<file path="src/common/scfg_pkg.sv">
package scfg_pkg;

  // Register select codes in the low nibble of each word
  localparam logic [3:0] SEL_INT = 4'h0;
  localparam logic [3:0] SEL_FRAC = 4'h1;
  localparam logic [3:0] SEL_AUX = 4'h2;
  localparam logic [3:0] SEL_PHASE = 4'h3;
  localparam logic [3:0] SEL_REF = 4'h4;

  localparam int WORD_BITS = 32;
  localparam int SEL_LSB = 0;
  localparam int SEL_MSB = 3;

  // Register 0 fields
  localparam int R0_AUTOCAL = 21;
  localparam int R0_PRESCALER = 20;
  localparam int R0_INT_MSB = 19;
  localparam int R0_INT_LSB = 4;
  localparam logic [15:0] INT_MIN_45 = 16'h0017;
  localparam logic [15:0] INT_MIN_89 = 16'h004b;
  localparam logic [15:0] INT_MAX_45 = 16'h7fff;

  // Register 1 / 2 fields
  localparam int R1_FRAC_MSB = 27;
  localparam int R1_FRAC_LSB = 4;
  localparam int R2_AUXN_MSB = 31;
  localparam int R2_AUXN_LSB = 18;
  localparam int R2_AUXM_MSB = 17;
  localparam int R2_AUXM_LSB = 4;

  // Register 3 fields
  localparam int R3_SDRST_DIS = 30;
  localparam int R3_RESYNC = 29;
  localparam int R3_PSTEP = 28;
  localparam int R3_PH_MSB = 27;
  localparam int R3_PH_LSB = 4;

  // Register 4 fields
  localparam int R4_MUX_MSB = 29;
  localparam int R4_MUX_LSB = 27;
  localparam int R4_DBL = 26;
  localparam int R4_HALF = 25;
  localparam int R4_RCNT_MSB = 24;
  localparam int R4_RCNT_LSB = 15;
  localparam int R4_DBUF = 14;
  localparam int R4_CP_MSB = 13;
  localparam int R4_CP_LSB = 10;
  localparam int R4_REFDIFF = 9;
  localparam int R4_LVL = 8;
  localparam int R4_POL = 7;
  localparam int R4_PD = 6;
  localparam int R4_TRI = 5;
  localparam int R4_CLR = 4;

  localparam logic [31:0] WORD_RESET = 32'h0000_0000;
  localparam logic [9:0] RCNT_RESET = 10'h001;

  // Active settings handed to the analog core
  typedef struct packed {
    logic prescaler_or_resync_bit;
    logic [15:0] int_value;
    logic [23:0] main_fraction_numerator;
    logic [13:0] aux_fraction_numerator;
    logic [13:0] aux_fraction_modulus;
    logic [23:0] phase_word;
    logic [2:0] feedback_source_select;
    logic ref_doubler_enable;
    logic ref_halver_enable;
    logic [9:0] ref_count;
    logic [3:0] pump_current_select;
  } scfg_active_t;

  typedef struct packed {
    logic [2:0] mux_select;
    logic ref_differential;
    logic mux_logic_level;
    logic detector_polarity;
    logic soft_power_down;
    logic pump_tristate;
    logic counter_clear;
    logic double_buffer_enable;
    logic modulator_reset_disable;
    logic resync_enable;
    logic phase_step_enable;
  } scfg_direct_t;

endpackage : scfg_pkg

</file>
<file path="src/hw/scfg_regs.sv">
// Contract
// - Codes 0,1,2 select registers 0,1,2
// - Codes 3,4 select registers 3,4
// - Autocal bit starts calibration on write
// - Prescaler bit; host keeps integer minimum
// - Sixteen-bit integer divide value, prescaler maximum
// - Register 1 holds 24-bit main fraction
// - Aux numerator and modulus in register 2
// - Register 0 write resets modulator unless disabled
// - Resync enable, active only aux numerator zero
// - Phase step each register 0 write
// - 24-bit phase word, linear full cycle
// - Register 4 selects multiplexer output source
// - Reference doubler enable bit
// - Reference halver toggle after counter
// - Ten-bit reference counter, ratio 1-1023
// - Double-buffer enable for output divider select
// - Four-bit charge pump current select
// - Reference input differential or single-ended
// - Multiplexer logic level select
// - Buffered fields apply on register 0 write
// - Phase detector polarity bit
// - Soft power down keeps registers
// - Charge pump three-state bit
// - Counter clear holds counters in reset
module scfg_regs #(
  parameter int WORD_W = 32
) (
  // Clock and reset
  input wire logic sys_clk,
  input wire logic srst,
  // Three-wire serial link from host
  input wire logic ser_clk,
  input wire logic ser_data,
  input wire logic ser_le,
  // Output divider select staged from register 6
  input wire logic [2:0] out_div_staged,
  // Settings to the analog core
  output scfg_pkg::scfg_active_t active_r,
  output scfg_pkg::scfg_direct_t direct_r,
  output logic [2:0] out_div_active_r,
  // Event pulses, plus the resync level
  output logic autocal_start_r,
  output logic modulator_reset_r,
  output logic phase_step_r,
  output logic resync_active_r,
  // Host-side programming faults, sticky until reset
  output logic int_range_err_r,
  output logic aux_order_err_r
);

  logic [WORD_W-1:0] word;
  logic word_valid;
  scfg_pkg::scfg_active_t staged_r;
  scfg_pkg::scfg_active_t staged_nxt;
  scfg_pkg::scfg_active_t active_nxt;
  scfg_pkg::scfg_direct_t direct_nxt;
  logic [2:0] out_div_active_nxt;
  logic autocal_start_nxt;
  logic modulator_reset_nxt;
  logic phase_step_nxt;
  logic resync_active_nxt;
  logic int_range_err_nxt;
  logic aux_order_err_nxt;
  logic [3:0] sel;
  logic [15:0] int_min;
  logic [15:0] int_val;

  ////////////////////////////////////////////////////////////////////////////
  scfg_shift_in #(
    .WIDTH(WORD_W)
  ) u_shift (
    .sys_clk(sys_clk),
    .srst(srst),
    .ser_clk(ser_clk),
    .ser_data(ser_data),
    .ser_le(ser_le),
    .word_r(word),
    .word_valid_r(word_valid)
  );

  assign sel = word[scfg_pkg::SEL_MSB:scfg_pkg::SEL_LSB];
  assign int_val = word[scfg_pkg::R0_INT_MSB:scfg_pkg::R0_INT_LSB];
  assign int_min = word[scfg_pkg::R0_PRESCALER] ? scfg_pkg::INT_MIN_89 : scfg_pkg::INT_MIN_45;

  ////////////////////////////////////////////////////////////////////////////
  // Decode and staging
  always_comb begin
    staged_nxt = staged_r;
    active_nxt = active_r;
    direct_nxt = direct_r;
    out_div_active_nxt = out_div_active_r;
    autocal_start_nxt = 1'b0;
    modulator_reset_nxt = 1'b0;
    phase_step_nxt = 1'b0;
    int_range_err_nxt = int_range_err_r;
    aux_order_err_nxt = aux_order_err_r;
    // Resync only meaningful with a zero aux numerator
    resync_active_nxt = direct_r.resync_enable && (active_r.aux_fraction_numerator == 14'h0000);
    if (word_valid) begin
      unique case (sel)
        scfg_pkg::SEL_INT: begin
          // Upper bits are ignored; host is expected to send zeros
          staged_nxt.prescaler_or_resync_bit = word[scfg_pkg::R0_PRESCALER];
          staged_nxt.int_value = int_val;
          if (int_val < int_min) begin
            int_range_err_nxt = 1'b1;
          end
          if (!word[scfg_pkg::R0_PRESCALER] && (int_val > scfg_pkg::INT_MAX_45)) begin
            int_range_err_nxt = 1'b1;
          end
          // Load everything double-buffered in one step
          active_nxt = staged_nxt;
          if (direct_r.double_buffer_enable) begin
            out_div_active_nxt = out_div_staged;
          end
          autocal_start_nxt = word[scfg_pkg::R0_AUTOCAL];
          modulator_reset_nxt = !direct_r.modulator_reset_disable;
          phase_step_nxt = direct_r.phase_step_enable;
          if (staged_r.aux_fraction_numerator >= staged_r.aux_fraction_modulus) begin
            aux_order_err_nxt = 1'b1;
          end
        end
        scfg_pkg::SEL_FRAC: begin
          staged_nxt.main_fraction_numerator =
            word[scfg_pkg::R1_FRAC_MSB:scfg_pkg::R1_FRAC_LSB];
        end
        scfg_pkg::SEL_AUX: begin
          staged_nxt.aux_fraction_numerator =
            word[scfg_pkg::R2_AUXN_MSB:scfg_pkg::R2_AUXN_LSB];
          staged_nxt.aux_fraction_modulus =
            word[scfg_pkg::R2_AUXM_MSB:scfg_pkg::R2_AUXM_LSB];
        end
        scfg_pkg::SEL_PHASE: begin
          direct_nxt.modulator_reset_disable = word[scfg_pkg::R3_SDRST_DIS];
          direct_nxt.resync_enable = word[scfg_pkg::R3_RESYNC];
          direct_nxt.phase_step_enable = word[scfg_pkg::R3_PSTEP];
          staged_nxt.phase_word = word[scfg_pkg::R3_PH_MSB:scfg_pkg::R3_PH_LSB];
        end
        scfg_pkg::SEL_REF: begin
          direct_nxt.mux_select = word[scfg_pkg::R4_MUX_MSB:scfg_pkg::R4_MUX_LSB];
          staged_nxt.ref_doubler_enable = word[scfg_pkg::R4_DBL];
          staged_nxt.ref_halver_enable = word[scfg_pkg::R4_HALF];
          staged_nxt.ref_count = word[scfg_pkg::R4_RCNT_MSB:scfg_pkg::R4_RCNT_LSB];
          direct_nxt.double_buffer_enable = word[scfg_pkg::R4_DBUF];
          staged_nxt.pump_current_select = word[scfg_pkg::R4_CP_MSB:scfg_pkg::R4_CP_LSB];
          direct_nxt.ref_differential = word[scfg_pkg::R4_REFDIFF];
          direct_nxt.mux_logic_level = word[scfg_pkg::R4_LVL];
          direct_nxt.detector_polarity = word[scfg_pkg::R4_POL];
          // Writes still land during power down, only the core sleeps
          direct_nxt.soft_power_down = word[scfg_pkg::R4_PD];
          direct_nxt.pump_tristate = word[scfg_pkg::R4_TRI];
          direct_nxt.counter_clear = word[scfg_pkg::R4_CLR];
        end
        default: begin
          // Registers beyond 4 belong to other blocks
        end
      endcase
    end
  end

  ////////////////////////////////////////////////////////////////////////////
  always_ff @(posedge sys_clk) begin
    if (srst) begin
      staged_r <= '0;
      staged_r.ref_count <= scfg_pkg::RCNT_RESET;
      active_r <= '0;
      active_r.ref_count <= scfg_pkg::RCNT_RESET;
      direct_r <= '0;
      out_div_active_r <= '0;
      autocal_start_r <= 1'b0;
      modulator_reset_r <= 1'b0;
      phase_step_r <= 1'b0;
      resync_active_r <= 1'b0;
      int_range_err_r <= 1'b0;
      aux_order_err_r <= 1'b0;
    end else begin
      staged_r <= staged_nxt;
      active_r <= active_nxt;
      direct_r <= direct_nxt;
      out_div_active_r <= out_div_active_nxt;
      autocal_start_r <= autocal_start_nxt;
      modulator_reset_r <= modulator_reset_nxt;
      phase_step_r <= phase_step_nxt;
      resync_active_r <= resync_active_nxt;
      int_range_err_r <= int_range_err_nxt;
      aux_order_err_r <= aux_order_err_nxt;
    end
  end

endmodule : scfg_regs

</file>
<file path="src/hw/scfg_shift_in.sv">
module scfg_shift_in #(
  parameter int WIDTH = 32
) (
  // Clock and reset
  input wire logic sys_clk,
  input wire logic srst,
  // Serial link, sampled on sys_clk
  input wire logic ser_clk,
  input wire logic ser_data,
  input wire logic ser_le,
  // Latched word
  output logic [WIDTH-1:0] word_r,
  output logic word_valid_r
);

  logic [WIDTH-1:0] shift_r;
  logic [WIDTH-1:0] shift_nxt;
  logic [WIDTH-1:0] word_nxt;
  logic word_valid_nxt;
  logic clk_d_r;
  logic le_d_r;

  ////////////////////////////////////////////////////////////////////////////
  // Edges are detected by sampling; link clock must be no faster than sys_clk/2
  always_comb begin
    shift_nxt = shift_r;
    word_nxt = word_r;
    word_valid_nxt = 1'b0;
    if (ser_clk && !clk_d_r) begin
      shift_nxt = {shift_r[WIDTH-2:0], ser_data};
    end
    if (ser_le && !le_d_r) begin
      word_nxt = shift_r;
      word_valid_nxt = 1'b1;
    end
  end

  always_ff @(posedge sys_clk) begin
    if (srst) begin
      shift_r <= '0;
      word_r <= '0;
      word_valid_r <= 1'b0;
      clk_d_r <= 1'b0;
      le_d_r <= 1'b0;
    end else begin
      shift_r <= shift_nxt;
      word_r <= word_nxt;
      word_valid_r <= word_valid_nxt;
      clk_d_r <= ser_clk;
      le_d_r <= ser_le;
    end
  end

endmodule : scfg_shift_in

</file>
<file path="config.mk">
export PLATFORM = sky130hd
export DESIGN_NAME = scfg_regs
export DESIGN_NICKNAME = d
export VERILOG_FILES = /design/src/common/scfg_pkg.sv /design/src/hw/scfg_regs.sv /design/src/hw/scfg_shift_in.sv
export SDC_FILE = /design/constraint.sdc
export NUM_CORES = 1
export LEC_CHECK = 0
export BUFFER_PORTS_ARGS = -buffer_cell sky130_fd_sc_hd__clkbuf_2
export CAP_MARGIN = 40
export CORE_ASPECT_RATIO = 1.5
export CORE_MARGIN = 3
export CORE_UTILIZATION = 55
export CTS_CLUSTER_DIAMETER = 80
export DETAILED_ROUTE_END_ITERATION = 16
export PLACE_DENSITY = 0.77
export SLEW_MARGIN = 0
export SYNTH_ARGS = -nofsm -noshare
export SYNTH_HDL_FRONTEND = slang
export SYNTH_SLANG_ARGS = --single-unit
</file>
<file path="constraint.sdc">
create_clock -name sys_clk -period 1.8 [get_ports sys_clk]
set_clock_uncertainty 0.05 [all_clocks]
set_input_delay 0.18 -clock sys_clk [delete_from_list [all_inputs] [get_ports sys_clk]]
set_output_delay 0.18 -clock sys_clk [all_outputs]
set_load 0.05 [all_outputs]
</file>
[Yosys cells after proc, flatten, opt, wreduce, memory -nomap -nowiden]
Cells that the tools add are included.
Storage, ports and cells
  register bits: 290
  bits of input ports: 8
  output and inout port bits: 134
  word-level logic and storage cells: 74
Operators by class
  $lt $le $gt $ge: 3
  eq/ne operators: 4
  mux-type cells: 4
  bitwise operators: 2
  reduce and logical (&&, ||, !) cells: 20
Operators by type and width (number)
  16-bit by 15-bit > comparator with 1-bit output (second input constant): 1
  16-bit by 7-bit less-than comparator with 1-bit output: 1
  14-bit >= comparator: 1
  14-bit zero test: 1
  2-bit AND reduction: 5
  3-bit AND reduction: 3
  4-bit by 2-bit == test with 1-bit output (second input constant): 2
  7-bit two-way mux: 1
  4-bit by 1-bit == test with 1-bit output (second input constant): 1
  4-bit by 3-bit == test with 1-bit output (second input constant): 1
  1-bit logical AND: 4
  1-bit zero test: 4
  4-bit zero test: 1
  1-bit two-way mux: 3
  3-bit OR reduction: 1
  1-bit NOT: 2
  2-bit nonzero test: 1

[Logic depth before layout (Yosys ltp)]
  word-level depth: 4
  depth in mapped cells: 8
  depth with buffers taken out: 6

[Modules after synthesis]
A second synthesis with hierarchy kept.
Second synthesis, totals
  cell total of the unflattened synthesis: 1257
  area total of the unflattened synthesis: 10760.3 um^2
Modules (own cells, without submodules)
  scfg_regs: instances 1, cells an instance 1039, area each 8166.6 um^2, seq. area each 4464.3 um^2
  scfg_shift_in: instances 1, cells an instance 218, area each 2593.7 um^2, seq. area each 1341.3 um^2

[Least setup slack after synthesis]
Ideal clock, no wire load.
  path kind: flip-flop to flip-flop
  start point: register staged_r[46] in the netlist's numbering
  end point: register aux_order_err_r
  setup time: 0.140 ns
  arrival: 1.290 ns
  required time: 1.610 ns
  setup slack: 0.320 ns
  cell stages (with the launch flop): 6
  clock period less this slack: 1.480 ns
  cells stage by stage: dfxtp_1 > inv_1 > ha_1 > a2111o_1 > o211ai_1 > a311oi_1
Between the ends
  word-level cells in the longest chain between the ends: 2
Ends and longest elaborated chain
  from (decl): line scfg_regs.sv:54  | scfg_pkg::scfg_active_t staged_r;
  from (signal assigned): line scfg_regs.sv:178  | staged_r <= staged_nxt;
  14-bit >= comparator: line scfg_regs.sv:120  | if (staged_r.aux_fraction_numerator >= staged_r.aux_fraction_modulus) begin
  3-bit AND reduction (no line)
  to (signal assigned): line scfg_regs.sv:187  | aux_order_err_r <= aux_order_err_nxt;
  to (decl): line scfg_regs.sv:49  | output logic aux_order_err_r
No other way between the ends.
A chain may end at the register's enable or synchronous reset.

[Final worst setup path]
  start point: register u_shift.word_r[0]
  end point: register int_range_err_r
Between the ends
  word-level cells in the longest chain between the ends: 2
Ends and longest elaborated chain
  from (decl): line scfg_shift_in.sv:12  | output logic [WIDTH-1:0] word_r,
  from (signal assigned): line scfg_shift_in.sv:47  | word_r <= word_nxt;
  4-bit zero test: line scfg_regs.sv:101  | unique case (sel)
  3-bit AND reduction (no line)
  to (signal assigned): line scfg_regs.sv:186  | int_range_err_r <= int_range_err_nxt;
  to (decl): line scfg_regs.sv:48  | output logic int_range_err_r,
No other way between the ends.

==> tab_implementation.tex <==
\begin{tabular}{lr}
\hline
Metric & Value \\
\hline
\multicolumn{2}{l}{\textbf{Hold path}} \\
Min-delay worst type & input pin to register \\
\multicolumn{2}{l}{\textbf{Worst setup path}} \\
Worst reg-to-reg setup slack & 150 ps \\
WP data arrival & 2030 ps \\
Reg-to-Reg Start & u\_shift.word\_r[0] \\
WP buf/inv & 1 \\
Gate family responsible for the most delay along the worst path & simple AND/OR/NAND/NOR gates \\
Top cell by count, worst path & sky130\_fd\_sc\_hd\_\_nor2\_1 \\
Launching element type of the critical path & register \\
Slowest stage cell, crit path & sky130\_fd\_sc\_hd\_\_nor2\_1 \\
Worst R2R Path Depth & 5 \\
Critical path's largest stage delay & 380 ps \\
List of cells traversed by the critical path & nor2\_1, and2\_4, buf\_12, nor2\_1, a211oi\_1 \\
Crit path required time & 2180 ps \\
CP Max Fanout & 46 \\
CP Capture Type & register \\
Worst Setup EP & int\_range\_err\_r \\
Category of the critical setup timing path & register to register \\
Timing startpoint of the critical path & u\_shift.word\_r[0] \\
Crit. path cell count & 5 \\
End of the worst register-to-register path & int\_range\_err\_r \\
\multicolumn{2}{l}{\textbf{Clock tree}} \\
CTS tree & done \\
CTS sink cnt & 290 \\
Maximum number of buffers from clock root to sink & 3 \\
Cell chosen for the clock root & sky130\_fd\_sc\_hd\_\_clkbuf\_16 \\
Clk Latency, worst-skew pair & 510 ps \\
Number of CTS-inserted buffers & 25 \\
Clock-pin slew on the worst setup and hold paths & 70 ps \\
CTS H-tree lvls & 1 \\
\multicolumn{2}{l}{\textbf{Detailed routing}} \\
Post-Route WL & 27200 um \\
Vias after detailed routing & 9150 \\
Vias per inst & 5.31 \\
DR DRC count & 0 \\
Routed length per instance & 15.8 um \\
Number of DRC violations after detailed-routing iteration 0 & 537 \\
Antenna-violating nets left & 0 \\
Number of search-and-repair iterations in the first detailed-routing pass & 5 \\
\multicolumn{2}{l}{\textbf{Logic synthesis}} \\
Top\_reg\_cell synth & sky130\_fd\_sc\_hd\_\_dfxtp\_1 \\
Proportion of synthesized flip-flops having asynchronous set or reset & 0\% \\
Number of warnings issued by yosys & 0 \\
Synth cell types & 34 \\
Share of synthesized area occupied by flip-flops and latches & 55.5\% \\
Mean instance size in the synthesized netlist & 7.86 sq um \\
Post-synth EDFFs & 0 \\
Post-synthesis register bit count & 290 \\
Post-synthesis cell area & 10500 sq um \\
Gate count of the mapped netlist & 1329 \\
\multicolumn{2}{l}{\textbf{Floorplan}} \\
Die outline width & 119 um \\
I/O pin total & 142 \\
Area of the die & 20700 sq um \\
Initial core utilization & 56.1\% \\
Number of placement rows & 61 \\
Die Y-Extent & 175 um \\
Placeable Area & 18600 sq um \\
\multicolumn{2}{l}{\textbf{Finish}} \\
Number of cells in the finished layout apart from fillers & 1723 \\
Area growth from synthesis to layout & 18.2\% \\
Fraction of layout cells with a size suffix above 1 & 15.9\% \\
Most common cell after layout, fill and taps aside & sky130\_fd\_sc\_hd\_\_nand2\_1 \\
End-of-flow core utilization & 66.4\% \\
Number of antenna cells inserted & 0 \\
Commonest cells after routing, fill and taps aside & sky130\_fd\_sc\_hd\_\_nand2\_1 (562), sky130\_fd\_sc\_hd\_\_dfxtp\_1 (289), sky130\_fd\_sc\_hd\_\_a21oi\_1 (285) \\
NumNets Final & 1482 \\
\multicolumn{2}{l}{\textbf{Power}} \\
Logic pwr share & 3.4\% \\
Switching portion of total power & 21.4\% \\
Total power divided by cell area & 959 nW/um\^{}2 \\
Overall Power & 11900 uW \\
Worst-case vdd ir drop & 669 uV \\
P\_int & 9320 uW \\
Relative contribution of the clock network to total power & 42.3\% \\
Switching power total & 2530 uW \\
Sequential Power Share & 54.3\% \\
Leakage & 0.00451 uW \\
\multicolumn{2}{l}{\textbf{STA}} \\
Max-slew headroom & 61.9\% \\
Final critical path time including I/O delays and setup & 1650 ps \\
Final number of max-transition violations & 0 \\
Maximum achievable frequency & 605 MHz \\
Final setup violation count & 0 \\
Final-report hold violation count & 0 \\
Setup TNS & 0 ps \\
Worst Max-Slew Pin Slew & 571 ps \\
Final worst-path cycle share & 91.8\% \\
\multicolumn{2}{l}{\textbf{Run status}} \\
Run status & completed \\
\multicolumn{2}{l}{\textbf{GRT}} \\
First-pass GRT wire length & 43200 um \\
Gr usage total & 25.5\% \\
Overflow left after global routing & 0 \\
Vias in the first global route & 8555 \\
Pin count of the biggest net entering global routing & 77 \\
Number of antenna violations at the first check in global routing & 0 \\
\multicolumn{2}{l}{\textbf{Place}} \\
Placed instance count & 1673 \\
Total half-perimeter wirelength after legalization and detailed placement & 18300 um \\
Global placer's final weighted congestion & 0.872 \\
Number of port buffers & 138 \\
\multicolumn{2}{l}{\textbf{Job}} \\
Max Cap Viol & 0 \\
\hline
\end{tabular}
-- kinds of logic (layout without fill, tap and decap cells) --
kind of cell,after synthesis,after routing,synth area share [%]
buffers and inverters,115,255,4.80
adder cells (fa/ha/maj),18,18,2.15
AND/OR/NAND/NOR,610,610,23.1
other,1,3,0.0359
flip-flops,290,290,55.5
AO/OA/AOI/OAI,295,295,14.4
-- per-stage QoR --
step,cell area [sq um],setup WS [ps],hold slack (ps)
after floorplan,10500,320,258
after global routing,12400,-9.56,217
after CTS,12300,80.2,156
after global placement,11500,-36.7,371
after detailed placement,11500,-41.3,380
final,12400,147,163
-- cells in the mapped netlist, types with 3 or more instances --
| master | count | share of area (%) |
|---|---|---|
| sky130_fd_sc_hd__nor4_1 | 5 | 0.30 |
| sky130_fd_sc_hd__nand3_1 | 6 | 0.29 |
| sky130_fd_sc_hd__dfxtp_1 | 290 | 56 |
| sky130_fd_sc_hd__inv_1 | 15 | 0.54 |
| sky130_fd_sc_hd__buf_2 | 23 | 1.1 |
| sky130_fd_sc_hd__nor2_1 | 8 | 0.29 |
| sky130_fd_sc_hd__a21oi_1 | 285 | 14 |
| sky130_fd_sc_hd__nand3b_1 | 4 | 0.29 |
| sky130_fd_sc_hd__nand2_1 | 563 | 20 |
| sky130_fd_sc_hd__nand2b_1 | 3 | 0.18 |
| sky130_fd_sc_hd__buf_4 | 11 | 0.79 |
| sky130_fd_sc_hd__ha_1 | 18 | 2.2 |
| sky130_fd_sc_hd__nor2b_1 | 5 | 0.30 |
| sky130_fd_sc_hd__clkbuf_1 | 65 | 2.3 |
-- worst register-to-register path, delay by kind of cell, from the launching register on --
family / cells / cell delay, ps
buffers and inverters: 1 / 230
flip-flops: 1 / 360
AND/OR/NAND/NOR: 3 / 740
AO/OA/AOI/OAI: 1 / 200
-- layout make-up --
| cell class | count | area, sq um |
|---|---|---|
| Fill cell | 1613 | 6270 |
| Sequential cell | 290 | 5810 |
| Multi-Input combinational cell | 926 | 4170 |
| Timing Repair Buffer | 198 | 1250 |
| Clock buffer | 39 | 738 |
| Tap cell | 252 | 315 |
| Inverter | 15 | 56.3 |
| Clock inverter | 3 | 15.0 |
-- how the worst min path moves through the flow --
stage / from / to / slack (ps) / cells past startpoint
floorplan: ser_clk / u_shift.clk_d_r / 260 / 1
global placement: out_div_staged[2] / out_div_active_r[2] / 370 / 3
detailed placement: ser_clk / u_shift.clk_d_r / 380 / 2
CTS: srst / u_shift.word_valid_r / 160 / 2
global route: srst / active_r[32] / 220 / 2
finish: srst / active_r[35] / 160 / 2
-- registers in the layout, summed over array words and instances (netlist names), 3 cells and up --
signal	count
active_r	109
direct_r	13
out_div_active_r	3
staged_r	92
u_shift.shift_r	32
u_shift.word_r	32
-- what timing repair did --
| item | in CTS | in global routing |
|---|---|---|
| buffers inserted | 0 | 2 |
| hold buffers | 6 | 0 |
| pin swaps | 0 | 1 |
| cloned | 0 | 0 |
| hold endpoints to repair | 6 | 0 |
| setup endpoints to repair | 1 | 3 |
| resized for setup | 1 | 1 |
-- power groups by stage --
| stage | clock network, uW | logic [uW] | registers, uW |
|---|---|---|---|
| after CTS | 5080 | 398 | 6430 |
| after global routing | 5320 | 436 | 6430 |
| after floorplan | 0 | 259 | 6600 |
| after global placement | 0 | 386 | 6580 |
| after detailed placement | 0 | 387 | 6580 |
| final | 5010 | 404 | 6440 |
-- per-layer routing --
| layer | wire [um] | share of wire, % | track usage, % | vias up |
|---|---|---|---|---|
| met2 | 14300 | 52 | 47.4 | 220 |
| met1 | 10800 | 40 | 30.1 | 4329 |
| met3 | 1210 | 4.5 | 2.82 | 58 |
| met5 | 0 | 0 | 0 | - |
| li1 | - | - | - | 4543 |
| met4 | 961 | 3.5 | 9.18 | 0 |
(Power assumes the default switching activity.)
